### src/hdl/eodec_pkg.sv
// constants, opcode patterns and carrier types for the enhanced op decoder
// assumes a single 25 mhz system clock shared with the program memory port
package eodec_pkg;

    // ****************************************************************
    // word layout
    // ****************************************************************
    localparam int unsigned EODEC_WORD_W = 14;
    localparam int unsigned EODEC_LIT_W = 8;
    localparam int unsigned EODEC_OFS_W = 6;
    localparam int unsigned EODEC_ADR_W = 11;
    localparam int unsigned EODEC_BRA_W = 9;
    localparam int unsigned EODEC_PTR_BIT = 6;
    localparam int unsigned EODEC_CNT_W = 2;

    // ****************************************************************
    // exact opcodes
    // ****************************************************************
    localparam logic [13:0] OPC_NOP = 14'h0000;
    localparam logic [13:0] OPC_RESET = 14'h0001;
    localparam logic [13:0] OPC_RETURN = 14'h0008;
    localparam logic [13:0] OPC_RETFIE = 14'h0009;
    localparam logic [13:0] OPC_CALL_ACC = 14'h000a;
    localparam logic [13:0] OPC_BRANCH_ACC = 14'h000b;
    localparam logic [13:0] OPC_LOAD_CFG = 14'h0062;
    localparam logic [13:0] OPC_STANDBY = 14'h0063;
    localparam logic [13:0] OPC_CLR_WDOG = 14'h0064;

    // ****************************************************************
    // prefix patterns (upper bits of the word)
    // ****************************************************************
    localparam logic [10:0] PFX_PIN_DIR = 11'h00c;  // bits 13:3
    localparam logic [10:0] PFX_IND_LOAD = 11'h002; // bits 13:3
    localparam logic [10:0] PFX_IND_STORE = 11'h003; // bits 13:3
    localparam logic [5:0] PFX_RET_LIT = 6'h34;     // bits 13:8
    localparam logic [6:0] PFX_PTR_ADD = 7'h62;     // bits 13:7
    localparam logic [6:0] PFX_IDX_LOAD = 7'h7e;    // bits 13:7
    localparam logic [6:0] PFX_IDX_STORE = 7'h7f;   // bits 13:7
    localparam logic [4:0] PFX_BRANCH = 5'h19;      // bits 13:9
    localparam logic [2:0] PFX_CALL = 3'h4;         // bits 13:11
    localparam logic [2:0] PFX_GOTO = 3'h5;         // bits 13:11

    // ****************************************************************
    // cycle counts and reset values
    // ****************************************************************
    localparam logic [1:0] CYC_ONE = 2'h1;
    localparam logic [1:0] CYC_TWO = 2'h2;
    localparam logic [1:0] CNT_RST = 2'h0;

    // decoded operation classes
    typedef enum logic [4:0] {
        OP_NONE, OP_NOP, OP_RESET, OP_RETURN, OP_RETFIE,
        OP_CALL_BY_ACC, OP_BRANCH_BY_ACC, OP_LOAD_CONFIG_REG, OP_STANDBY,
        OP_CLEAR_WATCHDOG, OP_LOAD_PIN_DIRECTION, OP_RETURN_LITERAL,
        OP_POINTER_ADD_LITERAL, OP_INDIRECT_LOAD, OP_INDIRECT_STORE,
        OP_INDEXED_LOAD, OP_INDEXED_STORE, OP_BRANCH, OP_CALL, OP_GOTO,
        OP_UNKNOWN
    } eodec_op_t;

    // word from program memory plus the core's test outcome
    typedef struct packed {
        logic [13:0] word;
        logic test_true;
    } eodec_fetch_t;

    // decoded result handed to the execution core
    typedef struct packed {
        eodec_op_t op;
        logic ptr_sel;
        logic [1:0] modifier;
        logic [5:0] offset;
        logic [7:0] literal;
        logic [2:0] reg_sel;
        logic [10:0] target;
        logic [1:0] cycles;
        logic upd_null_flag;
        logic upd_wdog_flags;
        logic pc_changes;
    } eodec_dec_t;

endpackage

### src/hdl/eodec_decoder.sv
// enhanced op decoder: classifies fourteen-bit words, fills operand fields,
// states cycle count and which status flags change, then idles extra cycles.
// assumes program memory and core share clk_sys; pointer top bits come from
// the core's indirect pointers on the same clock, so no synchronisers.
module eodec_decoder
    import eodec_pkg::*;
(
    // clock and reset
    input wire logic clk_sys,
    input wire logic resetn,
    // program memory side
    input wire logic fetch_valid,
    input wire eodec_fetch_t fetch_in,
    output logic fetch_ready_ff,
    // indirect pointer top bits, one per pointer
    input wire logic [1:0] ptr_top_bit,
    // decoded output to the core
    output logic dec_valid_ff,
    output eodec_dec_t dec_ff,
    output logic idle_cycle_ff
);

    // ****************************************************************
    // combinational decode of the incoming word
    // ****************************************************************
    eodec_dec_t dec_c;
    logic [13:0] w;
    logic extra_ptr;
    logic hit_pin_dir;
    logic hit_ind_load;
    logic hit_ind_store;
    logic hit_ret_lit;
    logic hit_ptr_add;
    logic hit_idx_load;
    logic hit_idx_store;
    logic hit_branch;
    logic hit_call;
    logic hit_goto;

    // class matches on the top bits; operand bits below are left alone
    eodec_prefix_match #(
        .PFX_W($bits(PFX_PIN_DIR)),
        .PATTERN(PFX_PIN_DIR)
    ) u_pfx_pin_dir (
        .word(fetch_in.word),
        .hit(hit_pin_dir)
    );
    eodec_prefix_match #(
        .PFX_W($bits(PFX_IND_LOAD)),
        .PATTERN(PFX_IND_LOAD)
    ) u_pfx_ind_load (
        .word(fetch_in.word),
        .hit(hit_ind_load)
    );
    eodec_prefix_match #(
        .PFX_W($bits(PFX_IND_STORE)),
        .PATTERN(PFX_IND_STORE)
    ) u_pfx_ind_store (
        .word(fetch_in.word),
        .hit(hit_ind_store)
    );
    eodec_prefix_match #(
        .PFX_W($bits(PFX_RET_LIT)),
        .PATTERN(PFX_RET_LIT)
    ) u_pfx_ret_lit (
        .word(fetch_in.word),
        .hit(hit_ret_lit)
    );
    eodec_prefix_match #(
        .PFX_W($bits(PFX_PTR_ADD)),
        .PATTERN(PFX_PTR_ADD)
    ) u_pfx_ptr_add (
        .word(fetch_in.word),
        .hit(hit_ptr_add)
    );
    eodec_prefix_match #(
        .PFX_W($bits(PFX_IDX_LOAD)),
        .PATTERN(PFX_IDX_LOAD)
    ) u_pfx_idx_load (
        .word(fetch_in.word),
        .hit(hit_idx_load)
    );
    eodec_prefix_match #(
        .PFX_W($bits(PFX_IDX_STORE)),
        .PATTERN(PFX_IDX_STORE)
    ) u_pfx_idx_store (
        .word(fetch_in.word),
        .hit(hit_idx_store)
    );
    eodec_prefix_match #(
        .PFX_W($bits(PFX_BRANCH)),
        .PATTERN(PFX_BRANCH)
    ) u_pfx_branch (
        .word(fetch_in.word),
        .hit(hit_branch)
    );
    eodec_prefix_match #(
        .PFX_W($bits(PFX_CALL)),
        .PATTERN(PFX_CALL)
    ) u_pfx_call (
        .word(fetch_in.word),
        .hit(hit_call)
    );
    eodec_prefix_match #(
        .PFX_W($bits(PFX_GOTO)),
        .PATTERN(PFX_GOTO)
    ) u_pfx_goto (
        .word(fetch_in.word),
        .hit(hit_goto)
    );

    // exact words first, since several sit inside wider prefix ranges
    always_comb begin
        w = fetch_in.word;
        dec_c = '0;
        dec_c.op = OP_UNKNOWN;
        dec_c.cycles = CYC_ONE;
        dec_c.ptr_sel = w[EODEC_PTR_BIT];
        dec_c.modifier = w[1:0];
        dec_c.offset = w[EODEC_OFS_W-1:0];
        dec_c.literal = w[EODEC_LIT_W-1:0];
        dec_c.reg_sel = w[2:0];
        dec_c.target = w[EODEC_ADR_W-1:0];
        extra_ptr = 1'b0;
        if (w == OPC_NOP) begin
            dec_c.op = OP_NOP;
        end else if (w == OPC_RESET) begin
            dec_c.op = OP_RESET;
        end else if (w == OPC_RETURN) begin
            dec_c.op = OP_RETURN;
            dec_c.pc_changes = 1'b1;
        end else if (w == OPC_RETFIE) begin
            dec_c.op = OP_RETFIE;
            dec_c.pc_changes = 1'b1;
        end else if (w == OPC_CALL_ACC) begin
            dec_c.op = OP_CALL_BY_ACC;
            dec_c.pc_changes = 1'b1;
        end else if (w == OPC_BRANCH_ACC) begin
            dec_c.op = OP_BRANCH_BY_ACC;
            dec_c.pc_changes = 1'b1;
        end else if (w == OPC_LOAD_CFG) begin
            dec_c.op = OP_LOAD_CONFIG_REG;
        end else if (w == OPC_STANDBY) begin
            dec_c.op = OP_STANDBY;
            dec_c.upd_wdog_flags = 1'b1;
        end else if (w == OPC_CLR_WDOG) begin
            dec_c.op = OP_CLEAR_WATCHDOG;
            dec_c.upd_wdog_flags = 1'b1;
        end else if (hit_pin_dir) begin
            dec_c.op = OP_LOAD_PIN_DIRECTION;
        end else if (hit_ind_load) begin
            dec_c.op = OP_INDIRECT_LOAD;
            dec_c.ptr_sel = w[2];
            dec_c.upd_null_flag = 1'b1;
            extra_ptr = 1'b1;
        end else if (hit_ind_store) begin
            dec_c.op = OP_INDIRECT_STORE;
            dec_c.ptr_sel = w[2];
            extra_ptr = 1'b1;
        end else if (hit_ret_lit) begin
            dec_c.op = OP_RETURN_LITERAL;
            dec_c.pc_changes = 1'b1;
        end else if (hit_ptr_add) begin
            dec_c.op = OP_POINTER_ADD_LITERAL;
        end else if (hit_idx_load) begin
            dec_c.op = OP_INDEXED_LOAD;
            dec_c.upd_null_flag = 1'b1;
            extra_ptr = 1'b1;
        end else if (hit_idx_store) begin
            dec_c.op = OP_INDEXED_STORE;
            extra_ptr = 1'b1;
        end else if (hit_branch) begin
            dec_c.op = OP_BRANCH;
            dec_c.target = {2'h0, w[EODEC_BRA_W-1:0]};
            dec_c.pc_changes = 1'b1;
        end else if (hit_call) begin
            dec_c.op = OP_CALL;
            dec_c.pc_changes = 1'b1;
        end else if (hit_goto) begin
            dec_c.op = OP_GOTO;
            dec_c.pc_changes = 1'b1;
        end
        // a pc change or a true test costs a second, idle cycle
        if (dec_c.pc_changes || fetch_in.test_true) begin
            dec_c.cycles = CYC_TWO;
        end
        // pointer with its top bit set reaches slow memory: one more cycle
        if (extra_ptr && ptr_top_bit[dec_c.ptr_sel]) begin
            dec_c.cycles = dec_c.cycles + CYC_ONE;
        end
    end

    // ****************************************************************
    // sequencing state machine
    // ****************************************************************
    typedef enum logic [2:0] {
        ST_FETCH = 3'b001,
        ST_EXEC = 3'b010,
        ST_IDLE = 3'b100
    } eodec_state_t;

    eodec_state_t state_ff;
    eodec_state_t nxt_state;
    logic [1:0] cnt_ff;
    logic [1:0] nxt_cnt;
    logic nxt_fetch_ready;
    logic nxt_dec_valid;
    logic nxt_idle_cycle;
    eodec_dec_t nxt_dec;

    // one clock is one instruction cycle; extra cycles are idle slots
    always_comb begin
        nxt_state = state_ff;
        nxt_cnt = cnt_ff;
        nxt_dec = dec_ff;
        nxt_dec_valid = 1'b0;
        nxt_idle_cycle = 1'b0;
        nxt_fetch_ready = 1'b0;
        case (state_ff)
            ST_FETCH: begin
                nxt_fetch_ready = 1'b1;
                if (fetch_valid && fetch_ready_ff) begin
                    nxt_dec = dec_c;
                    nxt_dec_valid = 1'b1;
                    nxt_fetch_ready = 1'b0;
                    nxt_cnt = dec_c.cycles - CYC_ONE;
                    nxt_state = ST_EXEC;
                end
            end
            ST_EXEC: begin
                if (cnt_ff == CNT_RST) begin
                    nxt_state = ST_FETCH;
                    nxt_fetch_ready = 1'b1;
                end else begin
                    // second and later cycles do nothing but wait
                    nxt_idle_cycle = 1'b1;
                    nxt_state = ST_IDLE;
                end
            end
            ST_IDLE: begin
                if (cnt_ff == CYC_ONE) begin
                    nxt_cnt = CNT_RST;
                    nxt_state = ST_FETCH;
                    nxt_fetch_ready = 1'b1;
                end else begin
                    nxt_cnt = cnt_ff - CYC_ONE;
                    nxt_idle_cycle = 1'b1;
                end
            end
            default: begin
                nxt_state = ST_FETCH;
                nxt_cnt = CNT_RST;
            end
        endcase
    end

    // registers only; after reset the block waits in fetch
    always_ff @(posedge clk_sys or negedge resetn) begin
        if (!resetn) begin
            state_ff <= ST_FETCH;
            cnt_ff <= CNT_RST;
            dec_ff <= '0;
            dec_valid_ff <= 1'b0;
            idle_cycle_ff <= 1'b0;
            fetch_ready_ff <= 1'b0;
        end else begin
            state_ff <= nxt_state;
            cnt_ff <= nxt_cnt;
            dec_ff <= nxt_dec;
            dec_valid_ff <= nxt_dec_valid;
            idle_cycle_ff <= nxt_idle_cycle;
            fetch_ready_ff <= nxt_fetch_ready;
        end
    end

endmodule

// ****************************************************************
// prefix comparator for opcode classes known by their top bits
// ****************************************************************
// one copy per class keeps every compare the same shape; the decoder
// still ranks the hits, since exact words sit inside some prefixes
module eodec_prefix_match
    import eodec_pkg::*;
#(
    parameter int unsigned PFX_W = 6,
    parameter logic [PFX_W-1:0] PATTERN = '0
)
(
    // word under decode
    input wire logic [EODEC_WORD_W-1:0] word,
    // class match
    output logic hit
);

    // top bits only; the bits below carry operands
    assign hit = (word[EODEC_WORD_W-1 -: PFX_W] == PATTERN);

endmodule

### config.mk
export PLATFORM = sky130hd
export DESIGN_NAME = eodec_decoder
export DESIGN_NICKNAME = d
export VERILOG_FILES = /design/src/hdl/eodec_pkg.sv /design/src/hdl/eodec_decoder.sv
export SDC_FILE = /design/constraint.sdc
export NUM_CORES = 1
export LEC_CHECK = 0
export ABC_AREA = 1
export ABC_CLOCK_PERIOD_IN_PS = 1900
export BUFFER_PORTS_ARGS = -buffer_cell sky130_fd_sc_hd__buf_2
export CAP_MARGIN = 10
export CORE_MARGIN = 1
export CORE_UTILIZATION = 50
export CTS_CLUSTER_DIAMETER = 50
export DETAILED_ROUTE_END_ITERATION = 16
export PLACE_DENSITY = 0.8
export RECOVER_POWER = 25
export SYNTH_ARGS = -nofsm -noshare
export SYNTH_HDL_FRONTEND = slang
export SYNTH_SLANG_ARGS = --single-unit
### constraint.sdc
create_clock -name clk_sys -period 1.9 [get_ports clk_sys]
set_input_delay 0.19 -clock clk_sys [delete_from_list [all_inputs] [get_ports clk_sys]]
set_output_delay 0.19 -clock clk_sys [all_outputs]
set_load 0.01 [all_outputs]
==> results.md <==
* Final Worst Setup Slack at between 200 and 250 ps
* H-tree levels at 2
* Relative slew slack at 0.5070
* HP Class: input port to flop
* Synth warn at 0
* Final Setup Violations at 0
* Total clock buffers created by CTS at 5
* Max_cap viols at 0
* Final total power at ~2.8 mW
* First-pass GRT wire length at 7010 um
* Data arrival time of the worst path at 1850 ps
* Core ar. at 3468 um^2
* Vias in the first global route at 1605
* Post-route cell area at 2281 um^2
* DIE AREA at 3982 um^2
* PwrDens at 1247 nW/um^2
* Filler cell count at 329
* Most frequent cells in the layout: 61 x nand2_1, 38 x buf_2, 32 x nor2_1
* Max Transition Viols Final at 0
* Maximum clock rate at 0.5920 GHz
* Cell Area, Synth at 1867 um^2
* Post-route DRC violation count at 0
* Post-Syn Nets at 275
* CTS tree: done
* Status: completed
* Die H at 63.11 um
* Area after DPL at 2210 um^2
* CTS root buffer: clkbuf_8
* Final Util at 0.6576
* DIE WIDTH at 63.11 um
* Vias per cell at 4.934
* Worst EP required at 2070 ps
* Drt pass-1 iters at 5
* Clock Sinks at 30
* Distinct cells, synth at 28
* GRT Total Usage at 0.2288
* Startpoint of the worst hold path: fetch_in[11]
* Tcrit/Tclk final at 0.8891
* LEAKAGE at 1.213 nW
* GPL Wtd Cong at about 0.87
* Setup repair bufs after CTS at 0
* Post-Syn Instances at 251
* Mean Syn Cell Area at between 7 and 8 um^2
* IO Pins at 64
* Grt ovf at 0
* Final nets at roughly 340
* Synthesis-to-finish area growth at 22.19%
* Vias at ~1800
* Crit end category: flop
* WL per Instance at 11.34 um
* Sequential area share after synthesis at 0.4028
* Starting DRT DRC Count at 127
* Worst Skew at 4.764 ps
* Crit Path Category: input port to flop
* Final HPWL DP at roughly 3200 um
* Post-synthesis register bit count at 30
* Pre-CTS worst setup slack at -144.3 ps
* Row cnt at 21
* Initial antenna violation count at 0
* CP max FO at 4
* R2R Setup Slk at 310 ps
* Clock transition at path regs at 60 ps
* Hold depth at 3
* Critical Path Start: fetch_in[6]
* RSZ-0062 raised after global routing: no
* Buffers on Ports at 63
* Min cycle time layout at 1689 ps
* Leading cell type in the layout, fill and taps excluded: nand2_1
* Setup_tns at 0 ps
* Starting Density at 0.5382
* Largest net degree at the start of global routing at 35
* Critical Path Start Type: input port
* Worst-margin pin slew at 739.5 ps
* Clk Latency, worst-skew pair at between 200 and 300 ps
* Clock buffer depth at 2
* Layout cells sized above 1 at 0.2453
* Fin. Hold Viols at 0
* Antenna-violating nets left at 0
* Total Wirelength at between 4000 and 5000 um
* Inserted Diodes at 0
* FF-to-FF Start: state_ff[0]
* Cells on worst reg2reg path at 8
* VDD IR-drop max at ~520 uV
[state kept, by name, indices dropped and copies added (netlist names)]
signal and cells:
cnt_ff 2, dec_ff 22, dec_valid_ff 1, fetch_ready_ff 1
idle_cycle_ff 1, state_ff 3
[power breakdown]
group | switching [mW] | leakage [nW] | internal, mW | total (mW)
clock network | 0.234 | 0.0482 | 0.292 | 0.526
logic | 0.769 | 0.786 | 0.477 | 1.25
registers | 0.165 | 0.379 | 0.909 | 1.07
total | 1.17 | 1.21 | 1.68 | 2.85
[through the flow]
stage,hold WS (ps),std cells
after floorplan,-105.6,251
after global placement,259.3,355
after detailed placement,258.0,355
after CTS,227.8,364
after global routing,253.8,364
final,229.0,364
[what timing repair did]
item	4_1_cts	5_1_grt
endpoints found under the hold margin	29	0
gates resized for setup	0	1
endpoints found under the setup margin	0	1
hold buffers	1	0
[per-layer routing]
metal | global-route usage | part of all wire
met1 | 0.2860 | 0.45
met2 | 0.3777 | 0.47
met3 | 0.05435 | 0.056
met4 | 0.09302 | 0.024
met5 | 0 | 0
[critical path, cell delays in order]
cell	delay (ps)
buf_2	100
nor2_1	210
nand3_1	160
nor2_4	140
inv_2	50
o21ai_2	120
nor2_1	60
nor3_2	180
inv_1	70
ha_1	290
a211oi_1	210
a21oi_1	60
[cell families after synthesis]
kind of cell    count (synthesis)  share of synthesized area
fa+ha+maj                       4                    0.02681
compound gates                 30                    0.09115
simple gates                  131                     0.3264
buf+inv                        56                     0.1528
flops                          30                     0.4028
[synth_stat cells]
master / number / share of area
a211oi_1: 2 / 0.0080
a21oi_1: 3 / 0.0080
a22o_1: 1 / 0.0047
a31oi_1: 1 / 0.0034
and2_1: 1 / 0.0034
buf_2: 3 / 0.0080
buf_4: 19 / 0.076
dfrtp_1: 29 / 0.39
dfstp_2: 1 / 0.014
ha_1: 4 / 0.027
inv_1: 29 / 0.058
inv_2: 5 / 0.010
nand2_1: 61 / 0.12
nand2_4: 1 / 0.0060
nand3_1: 15 / 0.040
nand3b_1: 1 / 0.0040
nand4_1: 7 / 0.023
nor2_1: 32 / 0.064
nor2_4: 2 / 0.012
nor3_1: 5 / 0.013
nor3_2: 3 / 0.016
nor3_4: 2 / 0.017
nor4_1: 1 / 0.0034
o21a_1: 1 / 0.0040
o21ai_0: 17 / 0.046
o21ai_1: 3 / 0.0080
o21ai_2: 1 / 0.0047
o221ai_1: 1 / 0.0047
[cell type report]
| cell class | instances | area [um^2] | share of cell area |
|---|---|---|---|
| Tap cell | 46 | 57.56 | 0.02523 |
| Clock inverter | 1 | 5.005 | 0.002194 |
| Clock buffer | 7 | 86.33 | 0.03785 |
| Sequential cell | 30 | 752.0 | 0.3297 |
| Timing Repair Buffer | 81 | 422.9 | 0.1854 |
| Inverter | 34 | 127.6 | 0.05595 |
| Multi-Input combinational cell | 165 | 829.5 | 0.3637 |
[final timing paths]
check / end
worst max-delay path: cnt_ff[0]
worst min-delay path: dec_ff[15]
worst max register to register: dec_ff[40]
worst min register to register: dec_ff[39]
max in group asynchronous: dec_ff[4]
min in group asynchronous: dec_ff[13]
Note: power is estimated with default switching activity, not from simulation.
